$ cat src/inc/fieldbus_pkg.sv
// Package: constants, types and register map of the comm supervisor
`default_nettype none
package fieldbus_pkg;
    // Timing
    localparam int unsigned CLK_PERIOD_NS = 10;
    localparam int unsigned STEP_TIME_NS  = 100_000_000; // 0.1 s
    localparam int unsigned STEP_CYCLES   = STEP_TIME_NS / CLK_PERIOD_NS;
    // Register offsets
    localparam logic [7:0] OFS_STATION = 8'h00;
    localparam logic [7:0] OFS_ERRCFG  = 8'h04;
    localparam logic [7:0] OFS_TIMEOUT = 8'h08;
    localparam logic [7:0] OFS_LINKCFG = 8'h0c;
    localparam logic [7:0] OFS_STATUS  = 8'h10;
    // Field positions
    localparam int unsigned POS_MODE   = 0;
    localparam int unsigned POS_ACTION = 4;
    localparam int unsigned POS_CMDSEL = 8;
    localparam int unsigned POS_RATE   = 0;
    localparam int unsigned POS_SIZE   = 4;
    localparam int unsigned POS_VER    = 8;
    localparam int unsigned POS_RANGE  = 16;
    // Reset values and limits
    localparam logic [6:0] STATION_RST = 7'h01;
    localparam logic [6:0] STATION_MAX = 7'h7e;
    localparam logic [6:0] TMO_RST     = 7'h32;
    localparam logic [6:0] TMO_MAX     = 7'h64;
    localparam logic [2:0] RATE_RST    = 3'h1;
    localparam logic [2:0] RATE_MAX    = 3'h4;
    localparam logic [1:0] SIZE_RST    = 2'h1;
    localparam logic [1:0] VER_RST     = 2'h1;
    localparam logic [3:0] RANGE_RST   = 4'h0;
    localparam logic [3:0] RANGE_MAX   = 4'hb;
    // Error detection modes and actions
    localparam logic [1:0] MODE_NONE   = 2'h1;
    localparam logic [1:0] MODE_FAULT  = 2'h2;
    localparam logic [1:0] MODE_MINOR  = 2'h3;
    localparam logic [1:0] ACT_HOLD    = 2'h0;
    localparam logic [1:0] ACT_WIPE    = 2'h1;
    localparam logic [1:0] ACT_STOP    = 2'h2;
    // Fault codes
    localparam logic [1:0] CODE_NONE   = 2'h0;
    localparam logic [1:0] CODE_LINK   = 2'h1;
    localparam logic [1:0] CODE_TMO    = 2'h2;

    // Master watch states
    typedef enum logic [2:0] {
        ST_IDLE    = 3'b001,
        ST_WATCH   = 3'b010,
        ST_EXPIRED = 3'b100
    } watch_type;

    typedef struct packed {
        logic        psel;
        logic        penable;
        logic        pwrite;
        logic [7:0]  paddr;
        logic [31:0] pwdata;
    } apb_req_type;

    typedef struct packed {
        logic        pready;
        logic        pslverr;
        logic [31:0] prdata;
    } apb_rsp_type;

    typedef struct packed {
        logic [6:0] station;
        logic [2:0] bit_rate;
        logic [1:0] xfer_size;
        logic [1:0] proto_ver;
        logic [3:0] data_range;
        logic [6:0] timeout;
    } cfg_type;

    typedef struct packed {
        logic [1:0] fault_code;
        logic       minor_fault;
        logic       hold_values;
        logic       wipe_set_values;
        logic       emergency_stop;
    } sup_type;
endpackage
`default_nettype wire

$ cat src/logic/comm_supervisor.sv
// Fieldbus communication supervisor with APB settings registers
`timescale 1ns/10ps
`default_nettype none
module comm_supervisor #(
    parameter int unsigned STEP_CYCLES_P = fieldbus_pkg::STEP_CYCLES
) (
    // Clock and reset
    input  wire logic                      clock,
    input  wire logic                      srst,
    // APB slave
    input  wire fieldbus_pkg::apb_req_type apb_req,
    output fieldbus_pkg::apb_rsp_type      apb_rsp,
    // Link events from the frame receiver, and the option-fitted flag
    input  wire logic                      frame_ok,
    input  wire logic                      frame_err,
    input  wire logic                      option_is_link,
    // Drive side
    input  wire logic                      fault_reset,
    output fieldbus_pkg::sup_type          sup_q,
    output fieldbus_pkg::cfg_type          cfg_q
);
    import fieldbus_pkg::*;

    // Settings held by software
    cfg_type    set_q;        // Stored settings
    cfg_type    set_d;
    logic [1:0] mode_q;       // error_detect_mode
    logic [1:0] mode_d;
    logic [1:0] action_q;     // error_action_select
    logic [1:0] action_d;
    logic       cmdsel_q;     // network_command_select
    logic       cmdsel_d;
    // Bus answer
    apb_rsp_type rsp_d;
    logic        wr_en;       // Write takes effect this edge
    logic        rd_go;       // Answer is built this cycle
    // Watchdog
    watch_type  st_q;
    watch_type  st_d;
    logic [6:0] elapsed_q;    // Steps since last good frame
    logic [6:0] elapsed_d;
    logic       expire_q;     // One-cycle timeout event
    logic       expire_d;
    logic       tick;
    logic       err_ev;       // Any transmission error
    // Supervisor and effective config
    sup_type    sup_d;
    cfg_type    cfg_d;

    // Step divider, realigned by each good frame
    step_divider #(
        .CYCLES  (STEP_CYCLES_P)
    ) u_step (
        .clock   (clock),
        .srst    (srst),
        .restart (frame_ok),
        .tick_q  (tick)
    );

    // One wait state: pready rises in the second access cycle
    assign rd_go = apb_req.psel && apb_req.penable && !apb_rsp.pready;
    assign wr_en = apb_req.psel && apb_req.penable && apb_rsp.pready
                   && apb_req.pwrite;

    // Bus answer, data and error computed once per transfer
    always_comb
    begin
        rsp_d        = '0;
        rsp_d.pready = rd_go;
        if (rd_go)
        begin
            case (apb_req.paddr)
                OFS_STATION:
                    rsp_d.prdata = 32'(set_q.station);
                OFS_ERRCFG:
                    rsp_d.prdata = (32'(mode_q) << POS_MODE)
                                 | (32'(action_q) << POS_ACTION)
                                 | (32'(cmdsel_q) << POS_CMDSEL);
                OFS_TIMEOUT:
                    rsp_d.prdata = 32'(set_q.timeout);
                OFS_LINKCFG:
                    rsp_d.prdata = (32'(set_q.bit_rate) << POS_RATE)
                                 | (32'(set_q.xfer_size) << POS_SIZE)
                                 | (32'(set_q.proto_ver) << POS_VER)
                                 | (32'(set_q.data_range) << POS_RANGE);
                OFS_STATUS:
                    rsp_d.prdata = {9'h000, elapsed_q, 7'h00,
                                    st_q, sup_q};
                default:
                    rsp_d.pslverr = 1'b1; // Unmapped address
            endcase
        end
    end

    // Settings writes; out-of-range values leave the field unchanged
    always_comb
    begin
        set_d    = set_q;
        mode_d   = mode_q;
        action_d = action_q;
        cmdsel_d = cmdsel_q;
        if (wr_en)
        begin
            case (apb_req.paddr)
                OFS_STATION:
                    if (apb_req.pwdata[6:0] <= STATION_MAX)
                    begin
                        set_d.station = apb_req.pwdata[6:0];
                    end
                OFS_ERRCFG:
                begin
                    // Mode 0 is not a legal code
                    if (apb_req.pwdata[POS_MODE +: 2] != 2'h0)
                    begin
                        mode_d = apb_req.pwdata[POS_MODE +: 2];
                    end
                    if (apb_req.pwdata[POS_ACTION +: 2] <= ACT_STOP)
                    begin
                        action_d = apb_req.pwdata[POS_ACTION +: 2];
                    end
                    cmdsel_d = apb_req.pwdata[POS_CMDSEL];
                end
                OFS_TIMEOUT:
                    if (apb_req.pwdata[6:0] <= TMO_MAX)
                    begin
                        set_d.timeout = apb_req.pwdata[6:0];
                    end
                OFS_LINKCFG:
                begin
                    if (apb_req.pwdata[POS_RATE +: 3] != 3'h0 &&
                        apb_req.pwdata[POS_RATE +: 3] <= RATE_MAX)
                    begin
                        set_d.bit_rate = apb_req.pwdata[POS_RATE +: 3];
                    end
                    if (apb_req.pwdata[POS_SIZE +: 2] == 2'h1 ||
                        apb_req.pwdata[POS_SIZE +: 2] == 2'h2)
                    begin
                        set_d.xfer_size = apb_req.pwdata[POS_SIZE +: 2];
                    end
                    if (apb_req.pwdata[POS_VER +: 2] == 2'h1 ||
                        apb_req.pwdata[POS_VER +: 2] == 2'h2)
                    begin
                        set_d.proto_ver = apb_req.pwdata[POS_VER +: 2];
                    end
                    if (apb_req.pwdata[POS_RANGE +: 4] <= RANGE_MAX)
                    begin
                        set_d.data_range = apb_req.pwdata[POS_RANGE +: 4];
                    end
                end
                default:
                    set_d = set_q; // Read-only or unmapped
            endcase
        end
    end

    // Effective link config; link-only codes fall back when not fitted
    always_comb
    begin
        cfg_d = set_q;
        if (!option_is_link)
        begin
            cfg_d.bit_rate  = RATE_RST;
            cfg_d.xfer_size = SIZE_RST;
            cfg_d.proto_ver = VER_RST;
        end
    end

    // Master watch; timeout 0 disables it, first frame arms it
    always_comb
    begin
        st_d      = st_q;
        elapsed_d = elapsed_q;
        expire_d  = 1'b0;
        case (st_q)
            ST_IDLE:
                if (frame_ok)
                begin
                    st_d      = ST_WATCH;
                    elapsed_d = '0;
                end
            ST_WATCH:
                if (frame_ok)
                begin
                    elapsed_d = '0;
                end
                else if (tick && set_q.timeout != 7'h00)
                begin
                    elapsed_d = elapsed_q + 7'h01;
                    if (elapsed_d >= set_q.timeout)
                    begin
                        st_d     = ST_EXPIRED;
                        expire_d = 1'b1;
                    end
                end
            ST_EXPIRED:
                if (frame_ok)
                begin
                    st_d      = ST_WATCH;
                    elapsed_d = '0;
                end
            default:
                st_d = ST_IDLE;
        endcase
    end

    assign err_ev = frame_err || expire_q;

    // Supervisor flags; a new error wins over a same-cycle fault reset
    always_comb
    begin
        sup_d                 = sup_q;
        sup_d.wipe_set_values = 1'b0;
        if (fault_reset)
        begin
            sup_d = '0;
        end
        // Mode 1 or command off falls through untouched
        if (err_ev && cmdsel_q)
        begin
            case (mode_q)
                MODE_FAULT:
                    sup_d.fault_code = frame_err ? CODE_LINK : CODE_TMO;
                MODE_MINOR:
                begin
                    sup_d.minor_fault = 1'b1;
                    case (action_q)
                        ACT_HOLD: sup_d.hold_values     = 1'b1;
                        ACT_WIPE: sup_d.wipe_set_values = 1'b1;
                        ACT_STOP: sup_d.emergency_stop  = 1'b1;
                        default:  sup_d.hold_values     = 1'b1;
                    endcase
                end
                default:
                    sup_d.minor_fault = sup_d.minor_fault;
            endcase
        end
    end

    // All state registers
    always_ff @(posedge clock)
    begin
        if (srst)
        begin
            set_q     <= '{STATION_RST, RATE_RST, SIZE_RST, VER_RST,
                           RANGE_RST, TMO_RST};
            cfg_q     <= '{STATION_RST, RATE_RST, SIZE_RST, VER_RST,
                           RANGE_RST, TMO_RST};
            mode_q    <= MODE_NONE;
            action_q  <= ACT_HOLD;
            cmdsel_q  <= 1'b0;
            apb_rsp   <= '0;
            st_q      <= ST_IDLE;
            elapsed_q <= '0;
            expire_q  <= 1'b0;
            sup_q     <= '0;
        end
        else
        begin
            set_q     <= set_d;
            cfg_q     <= cfg_d;
            mode_q    <= mode_d;
            action_q  <= action_d;
            cmdsel_q  <= cmdsel_d;
            apb_rsp   <= rsp_d;
            st_q      <= st_d;
            elapsed_q <= elapsed_d;
            expire_q  <= expire_d;
            sup_q     <= sup_d;
        end
    end
endmodule
`default_nettype wire

$ cat src/logic/step_divider.sv
// Divider producing a one-cycle pulse every supervision step
`timescale 1ns/10ps
`default_nettype none
module step_divider #(
    parameter int unsigned CYCLES = 10
) (
    // Clock and reset
    input  wire logic clock,
    input  wire logic srst,
    // Control
    input  wire logic restart,
    // Step pulse
    output logic      tick_q
);
    localparam int unsigned CW = $clog2(CYCLES + 1);

    logic [CW-1:0] cnt_q;  // Cycles into this step
    logic [CW-1:0] cnt_d;
    logic          tick_d;

    // Restart aligns steps to the last frame, so timing is exact
    always_comb
    begin
        cnt_d  = cnt_q + CW'(1);
        tick_d = 1'b0;
        if (restart)
        begin
            cnt_d = '0;
        end
        else if (cnt_q == CW'(CYCLES - 1))
        begin
            cnt_d  = '0;
            tick_d = 1'b1;
        end
    end

    // Registers
    always_ff @(posedge clock)
    begin
        if (srst)
        begin
            cnt_q  <= '0;
            tick_q <= 1'b0;
        end
        else
        begin
            cnt_q  <= cnt_d;
            tick_q <= tick_d;
        end
    end
endmodule
`default_nettype wire

$ cat config.mk
export PLATFORM = sky130hd
export DESIGN_NAME = comm_supervisor
export DESIGN_NICKNAME = d
export VERILOG_FILES = /design/src/inc/fieldbus_pkg.sv /design/src/logic/comm_supervisor.sv /design/src/logic/step_divider.sv
export SDC_FILE = /design/constraint.sdc
export NUM_CORES = 1
export LEC_CHECK = 0
export ABC_AREA = 1
export BUFFER_PORTS_ARGS = -buffer_cell sky130_fd_sc_hd__buf_2
export CORE_MARGIN = 4
export CORE_UTILIZATION = 59
export DETAILED_ROUTE_END_ITERATION = 7
export GPL_TIMING_DRIVEN = 0
export PLACE_DENSITY = 0.86
export SLEW_MARGIN = 25
export SYNTH_ARGS = -nofsm -noshare
export SYNTH_HDL_FRONTEND = slang
export SYNTH_SLANG_ARGS = --single-unit
$ cat constraint.sdc
create_clock -name clock -period 5.95 [get_ports clock]
set_input_delay 0.8925 -clock clock [delete_from_list [all_inputs] [get_ports clock]]
set_output_delay 0.8925 -clock clock [all_outputs]
set_load 0.05 [all_outputs]
# == Yosys cells after proc, flatten, opt, wreduce, memory -nomap -nowiden ==
# Index checks and enable logic that the tools add are counted.
# word_totals
ff_bits,131
inputBits,49
output_inout_bits,65
wordCells,123
# classes
add_sub_neg,2
magnitude_cmp,6
eq_ne,21
n_mux,22
bitwise_logic,9
n_reduce_logical,35
# ops
cell,count
$pmux W32 S5,1
$reduce_and A3 Y1,9
$add A24 B1 Y24 const B,1
$eq A24 B24 Y1 const B,1
$mux W7,3
$or A10 B20 Y20,1
$eq A8 B4 Y1 const B,2
$mux W3,5
$le A7 B7 Y1 const B,2
$pmux W7 S2,1
$mux W6,2
$eq A2 B2 Y1 const B,5
$or A6 B10 Y10,1
$reduce_or A2 Y1,5
$or A6 B9 Y9,1
$eq A8 B3 Y1 const B,1
$eq A8 B5 Y1 const B,1
$logic_not A8 Y1,1
$add A7 B1 Y7 const B,1
$ge A7 B7 Y1,1
$logic_and A1 B1 Y1,7
$mux W1,7
$reduce_bool A7 Y1,1
$eq A2 B1 Y1 const B,3
other kinds (23),32

# == Depth between registers and ports, before layout ==
# Gate-level depths: netlist of the first run.
# logic_depth
ltp_word,6
depth_mapped,15
mapped_depth_nobuf,15

# == Cells and area by module ==
# A second synthesis of the first run with hierarchy kept.
# unflattened
cells_unflattened,751
hier_area_um2,5390.2
# modules_own_cells
mod,instances,cells_each,area_each_um2,seq_area_each_um2
comm_supervisor,1,551,4045.1,1821.7
step_divider,1,200,1345.0,500.5

# == Worst setup path before layout of the first run ==
# No wires, ideal clock.
# synth_path
path_kind,flip-flop to flip-flop
start,register elapsed_q[0]
end,register st_q[2]
setup_time_ps,131
arrival_ps,1860
required_time_ps,5819
slack_ps,3959
stages_incl_launch_ff,15
n_path_buf,0
synth_period_minus_slack_ps,1991
path_cell_list,dfxtp_1 -> ha_1 -> nand3_1 -> nor2_1 -> nand3_1 -> and2_1 -> ha_1 -> nand2_1 -> inv_1 -> a21oi_1 -> nand2_1 -> nand2_1 -> inv_1 -> nand3_1 -> a21oi_1
# synth_via
elab_chain_cells,4
# synth_rtl
item,line_no,text
start: declaration,comm_supervisor.sv:40,logic [6:0] elapsed_q;
start signal: assignment,comm_supervisor.sv:266,elapsed_q <= elapsed_d;
$add A7 B1 Y7,comm_supervisor.sv:188,elapsed_d = elapsed_q + 7'h01;
$ge A7 B7 Y1,comm_supervisor.sv:189,if (elapsed_d >= set_q.timeout)
$ne A2 B2 Y1 (no source line),n/a,
$reduce_and A4 Y1 (no source line),n/a,
end signal: assignment,comm_supervisor.sv:265,st_q <= st_d;
end: declaration,comm_supervisor.sv:38,watch_type st_q;
# Every way passes these cells.
# A chain may end at the register's enable or synchronous reset.

# == Worst setup path after layout of the first run ==
# Ends and elaborated chain as after synthesis.

==> key figures, run 1 <==
Setup path
  – CP Cell Sequence: ha_1 -> nand3_1 -> nor2_1 -> nand3_1 -> and2_1 -> ha_1 -> nand2_1 -> inv_1 -> a21oi_1 -> nand2_1 -> nand2_1 -> inv_1 -> nand3_1 -> a21oi_1
  – Kind of critical path: reg -> reg
  – Worst Setup End Kind: flop
  – Critical Path Source: elapsed_q[0]$_SDFFE_PP0P_
  – CP top delay family: simple AND/OR/NAND/NOR gates
  – FF-to-FF Start: elapsed_q[0]$_SDFFE_PP0P_
  – CP bufs+invs: 2
  – Reg2Reg Depth: 14
  – CP max stage cell: dfxtp_1
  – Worst R2R Setup Slack: 3.48 ns
  – Startpoint types: flop
  – CP required: 6.32 ns
  – CP Depth: 14
  – Critical path data arrival time: 2.84 ns
  – Slowest cell delay on critical path: 0.45 ns
  – R2R Path End: st_q[2]$_SDFFE_PP0P_
  – CP Max Fanout: 6
  – Worst setup path end: st_q[2]$_SDFFE_PP0P_

Timing
  – Minimum clock period: 2.47 ns
  – Fmax achieved: 405 MHz
  – Worst Tran Pin Value: 0.627 ns
  – Tcrit/Tclk final: 41.5%
  – Worst Clk Skew: 0.00497 ns
  – Worst setup margin: 3.48 ns
  – Max-slew violation count: 0
  – Hold Fails Final Rpt: 0
  – Final-report setup violation count: 0
  – Unrepaired setup endpoints after global routing: false
  – Worst slew margin: 58.2%
  – Setup TNS: 0 ns

Synthesis
  – Syn_area_per_cell: 7.15 µm²
  – Seq/Total Area, Yosys: 43.9%
  – Syn Inst Count: 740
  – Post-synth cell types: 39
  – Yosys warning count: 0
  – Area contributors post-synth: dfxtp_1 (44%), nand2_1 (13%), nor2_1 (8.0%), inv_1 (6.7%), nand3_1 (4.4%)
  – Largest area contributor in the netlist: dfxtp_1
  – Top-area cell type share of the netlist area: 43.9%
  – Mapped Area: 5290 µm²
  – Flops & latches, synth: 116

GRT
  – GR Util met2: 47.3%
  – Met3 usage: 8.19%
  – Initial antenna violation count: 0
  – Largest net degree at the start of global routing: 17
  – Total Routing Usage GR: 28.2%
  – First-pass GRT wire length: 23000 µm
  – Gr busiest metal: met2
  – Met1 GRT Util: 32.8%
  – Vias in the first global route: 5062
  – Total gr overflow: 0

Outcome
  – Outcome: complete, no violations

Finish
  – Ant diodes: 0
  – Layout cell share with drive strength beyond 1: 19.0%
  – Commonest non-fill, non-tap cell in the layout: nand2_1
  – Final nets: 913
  – Most frequent cells in the layout: nand2_1 (184), dfxtp_1 (116), nor2_1 (112)
  – P&R area growth vs syn: 23.5%

Routing
  – DR iter-0 viols: 416
  – DRT Pass-1 Iters: 6
  – DR WL/cell: 14.8 µm
  – Drt drc: 0
  – ANT nets after route: 0
  – Vias: 5308
  – Routed WL: 14400 µm
  – Via/cell ratio: 5.46

Clock tree
  – Hold bufs inserted after CTS: 0
  – CTS tree: built
  – Postcts setup bufs: 0
  – Cts bufs inserted: 17
  – Worst-path clk slew: 0.06 ns
  – Post-CTS sizing: 0
  – Clock sink count: 116
  – H-tree Lvls: 4
  – Root buffer cell: clkbuf_8
  – Worst-Skew Late Latency: 0.52 ns
  – Clock Tree Buf Depth: 2

Floorplan
  – Die Y: 103 µm
  – Core ar.: 8720 µm²
  – Row cnt: 34
  – Total die area: 10500 µm²
  – Initial core utilization: 60.6%
  – Die Span X: 103 µm
  – Io pins: 114

Placed design
  – GPL Wtd Cong: 0.968
  – Port Buffer Count: 79
  – Pre-CTS setup slack: 3.66 ns
  – Half-perimeter wire length after placement: 10000 µm

Worst hold path
  – Worst Hold Class: reg -> reg
  – Hold depth: 2

Power and ir drop
  – P_int: 1610 µW
  – Comb power frac: 7.9%
  – Part of the power in registers: 38.1%
  – PwrDens: 322 nW/µm²
  – VDD IR max: 225 µV
  – Lkg Pwr: 0.00299 µW
  – Switching Share: 23.3%
  – Clk pwr share: 54.0%
  – Net switching power: 489 µW

Run
  – Max-Cap Viols: 0
cell type report:
| class | count | area, µm² |
|---|---|---|
| Tap cell | 108 | 135 |
| Clock buffer | 18 | 428 |
| Inverter | 100 | 375 |
| Fill cell | 619 | 2190 |
| Sequential cell | 116 | 2320 |
| Buffer | 28 | 203 |
| Multi-Input combinational cell | 510 | 2440 |
| Clock inverter | 14 | 233 |
| Timing Repair Buffer | 79 | 395 |
how the worst min path moves through the flow:
| stage | startpoint | slack [ns] | to |
|---|---|---|---|
| 6_report | cfg_d[8]$_SDFFE_PP0P_ | 0.45 | cfg_q[8]$_SDFF_PP0_ |
| 5_1_grt | cfg_d[8]$_SDFFE_PP0P_ | 0.48 | cfg_q[8]$_SDFF_PP0_ |
| 4_1_cts | cfg_d[8]$_SDFFE_PP0P_ | 0.45 | cfg_q[8]$_SDFF_PP0_ |
| 3_5_place_dp | cfg_d[7]$_SDFFE_PP0P_ | 0.44 | cfg_q[7]$_SDFF_PP0_ |
| 3_3_place_gp | cfg_d[8]$_SDFFE_PP0P_ | 0.43 | cfg_q[8]$_SDFF_PP0_ |
| 2_1_floorplan | cfg_d[7]$_SDFFE_PP0P_ | 0.42 | cfg_q[7]$_SDFF_PP0_ |
worst register-to-register path, delay by kind of cell (launching register included):
| kind | cells | cell delay (ns) |
|---|---|---|
| AOI/OAI and AO/OA | 2 | 0.27 |
| DFF | 1 | 0.45 |
| buffers and inverters | 2 | 0.10 |
| adders and majority gates | 2 | 0.53 |
| and+or+nand+nor | 8 | 1.00 |
power groups by stage:
stage	sequential (µW)	combinational [µW]	clock, µW
3_5_place_dp	817	158	0
3_3_place_gp	817	153	0
4_1_cts	801	163	1140
5_1_grt	803	182	1180
2_1_floorplan	815	117	0
6_report	801	166	1140
through the flow:
stage          utilization (%)  instances  total power [µW]  area (µm²)  hold slack [ns]
3_5_place_dp              67.3        941               975        5870            0.435
2_1_floorplan                -        754               932        5340            0.416
5_1_grt                   74.9        973              2160        6530            0.476
4_1_cts                   74.9        973              2100        6530            0.446
6_report                  74.9        973              2100        6530            0.448
3_3_place_gp              67.3        941               970        5870            0.429
Yosys cell counts, drive strengths merged:
cell type  instances
o21ai             15
clkbuf             5
nor2             120
nand3b             3
and2               2
nand2            187
nand4             15
xnor2              1
nor4               1
or2                6
o211ai             7
clkinv             2
o21bai             1
ha                12
o31ai              1
o21a               1
a21oi             40
xor2               9
nand3             51
o22ai              2
dfxtp            116
buf               23
nor3              21
conb               1
inv               98
state kept, by name, indices dropped and copies added (netlist names):
register       count
cfg_q             25
u_step.cnt_q      24
apb_rsp           19
cfg_d             18
elapsed_q          7
set_q              7
sup_q              6
st_q               3
action_q           2
mode_q             2
cmdsel_q           1
expire_q           1
u_step.tick_q      1
per-layer routing:
layer	part of all wire, %	routed length, µm
met5	0	0
met4	4.4	635
met3	9.9	1430
met2	47	6730
met1	39	5570
logic make-up (layout without fill, tap and decap cells):
group / after synthesis / after routing / share of synthesized area [%]
AOI/OAI and AO/OA: 67 / 67 / 7.00
xor gates and xnor gates: 10 / 10 / 1.66
adders and majority gates: 12 / 12 / 2.84
other: 1 / 15 / 0.0709
DFF: 116 / 116 / 43.9
buffers and inverters: 128 / 239 / 10.9
and+or+nand+nor: 406 / 406 / 33.6
Note: power is estimated with default switching activity, not from simulation.
==> inputs of run 2 (changes only) <==
- CORE_UTILIZATION: 59 -> 49
- PLACE_DENSITY: 0.86 -> 0.76
- clock period: 5.95 -> 2.2 ns (I/O delays scaled with it)
==> run 2 against run 1 <==
  * Register-to-register slack worse by 3.4 ns
  * Fmax up 18%
  * Setup slack worse by 3.4 ns
  * Non-clock buffer count up 2
  * Sequential share of layout area down 0.28 points
  * Hold slack worse by 0.43 ns
  * Combinational power rose to 2.8 times the previous value
==> key figures, run 2 (synthesis gave the netlist of run 1 again) <==
Power and ir drop
  – Switching Share: 25.0% (was 23.3%)
  – Clk pwr share: 52.1% (was 54.0%)
  – Lkg Pwr: 0.00298 µW (was 0.00299 µW)
  – P_int: 4130 µW (was 1610 µW)
  – Power after layout: 5510 µW (was 2100 µW)
  – Net switching power: 1380 µW (was 489 µW)
  – VDD IR max: 465 µV (was 225 µV)
  – Part of the power in registers: 39.4% (was 38.1%)
  – Comb power frac: 8.5% (was 7.9%)
  – PwrDens: 833 nW/µm² (was 322 nW/µm²)

Clock tree
  – Cts bufs inserted: 17 (unchanged)
  – Root buffer cell: clkbuf_8 (unchanged)
  – Worst-Skew Late Latency: 0.52 ns (about the same)
  – Clock sink count: 116 (unchanged)
  – Worst-path clk slew: 0.06 ns (about the same)
  – Hold bufs inserted after CTS: 0 (unchanged)
  – Clock Tree Buf Depth: 2 (unchanged)
  – CTS tree: built (unchanged)
  – H-tree Lvls: 4 (unchanged)

Timing
  – Worst Tran Pin Value: 0.717 ns (was 0.627 ns)
  – Worst Clk Skew: 0.00830 ns (was 0.00497 ns)
  – Worst slew margin: 52.2% (was 58.2%)
  – Tcrit/Tclk final: 95.2% (was 41.5%)
  – Fmax achieved: 477 MHz (was 405 MHz)
  – Final-report setup violation count: 0 (unchanged)
  – Minimum clock period: 2.10 ns (was 2.47 ns)
  – Setup TNS: 0 ns (unchanged)
  – Hold Fails Final Rpt: 0 (unchanged)
  – Max-slew violation count: 0 (unchanged)

Run
  – Max-Cap Viols: 0 (unchanged)

GRT
  – Total Routing Usage GR: 22.1% (was 28.2%)
  – Total gr overflow: 0 (unchanged)
  – First-pass GRT wire length: 22300 µm (was 23000 µm)
  – Largest net degree at the start of global routing: 17 (unchanged)
  – Vias in the first global route: 4767 (was 5062)
  – Initial antenna violation count: 0 (unchanged)

Placed design
  – Port Buffer Count: 79 (unchanged)
  – Placed insts: 969 (was 941)
  – Half-perimeter wire length after placement: 9750 µm (was 10000 µm)
  – GPL Wtd Cong: 0.891 (was 0.968)

Finish
  – Most frequent cells in the layout: nand2_1 (184), dfxtp_1 (113), nor2_1 (110) (was nand2_1 (184), dfxtp_1 (116), nor2_1 (112))
  – Commonest non-fill, non-tap cell in the layout: nand2_1 (unchanged)
  – Final nets: 915 (was 913)
  – Ant diodes: 0 (unchanged)
  – Layout cell share with drive strength beyond 1: 20.6% (was 19.0%)
  – Top flop regs: cfg_q (25), u_step.cnt_q (24), apb_rsp (19) (unchanged)
  – P&R area growth vs syn: 25.0% (was 23.5%)
  – Final cell count without fillers: 1003 (was 973)
  – Top reg by flops: cfg_q (unchanged)
  – Max reg flops: 25 (unchanged)

Routing
  – DR iter-0 viols: 286 (was 416)
  – DRT Pass-1 Iters: 5 (was 6)
  – Via/cell ratio: 5.03 (was 5.46)
  – Drt drc: 0 (unchanged)
  – ANT nets after route: 0 (unchanged)
  – Vias: 5049 (was 5308)
  – DR WL/cell: 13.9 µm (was 14.8 µm)
  – Routed WL: 14000 µm (was 14400 µm)

Floorplan
  – Io pins: 114 (unchanged)
  – Total die area: 12500 µm² (was 10500 µm²)
  – Row cnt: 37 (was 34)
  – Initial core utilization: 50.8% (was 60.6%)
  – Core ar.: 10400 µm² (was 8720 µm²)
  – Die Span X: 112 µm (was 103 µm)
  – Die Y: 112 µm (was 103 µm)

Worst hold path
  – Worst Hold Class: in -> reg (was reg -> reg)

Setup path
  – CP required: 2.57 ns (was 6.32 ns)
  – Critical path data arrival time: 2.46 ns (was 2.84 ns)
  – Worst Setup End Kind: flop (unchanged)
  – CP Max Fanout: 5 (was 6)
  – Startpoint types: flop (unchanged)
  – Kind of critical path: reg -> reg (unchanged)

Outcome
  – Outcome: complete, no violations (unchanged)
[run 2: cell count changes in the layout (fill, tap and decap cells not counted), sizes merged]
cell / before / now
clkinvlp: 2 / 3
buf: 102 / 104
inv: 98 / 100
clkbuf: 23 / 22
bufinv: 6 / 4
[run 2: area by class of cell]
class / count / area [µm²]
fill: 949 / 3810
multi-input combinational: 510 / 2500
buffer: 28 / 203
timing repair buffer: 81 / 410
clock inverter: 15 / 205
inverter: 100 / 375
sequential: 116 / 2330
clock buffer: 17 / 414
tap: 136 / 170
[run 2: what timing repair did]
action / in CTS / in global routing
gates resized for setup: 4 / 12
setup endpoints to repair: 3 / 23
pin swaps: 0 / 3
buffers inserted: 0 / 2
[run 2: final timing paths]
check / startpoint / to / slack (ns) / cells after the start
max reg2reg: elapsed_q[0]$_SDFFE_PP0P_ / st_q[2]$_SDFFE_PP0P_ / 0.10 / 14
min: fault_reset / sup_q[3]$_SDFF_PP0_ / 0.02 / 2
max: elapsed_q[0]$_SDFFE_PP0P_ / st_q[2]$_SDFFE_PP0P_ / 0.10 / 14
min reg2reg: cfg_d[8]$_SDFFE_PP0P_ / cfg_q[8]$_SDFF_PP0_ / 0.44 / 2
[run 2: per-stage QoR]
stage	hold WS (ns)	setup WS [ns]	area, µm²	utilization, %
floorplan	0.416	0.209	5340	-
global placement	0.431	-0.0568	5910	56.7
detailed placement	0.435	-0.0595	5910	56.7
CTS	0.00715	0.0274	6530	62.7
global route	0.0245	-0.0719	6610	63.4
finish	0.0170	0.105	6610	63.4
[run 2: worst max-delay path: stages (launching register included)]
cell	delay, ns
dfxtp_4	0.38
ha_4	0.15
nand3_2	0.10
nor2_2	0.13
nand3_1	0.11
and2_1	0.21
ha_4	0.22
nand2_1	0.09
nand2_1	0.08
a21oi_2	0.16
nand2_1	0.08
nand2_1	0.08
inv_1	0.04
nand3_1	0.05
a21oi_1	0.06
[run 2: power by group through the flow]
stage | Combinational, µW | Clock (µW) | Sequential [µW]
after global placement | 420 | 0 | 2210
final | 467 | 2870 | 2170
after floorplan | 316 | 0 | 2210
after global routing | 520 | 2990 | 2170
after CTS | 438 | 2880 | 2170
after detailed placement | 425 | 0 | 2210
[run 2: layer usage]
layer  global-route usage [%]  vias to the layer above  wire length, µm
met5                        0                        -                0
met2                     37.1                      210             6510
met4                     9.00                        0              415
met3                     5.16                       38             1160
li1                         -                     2539                -
met1                     27.5                     2262             5890
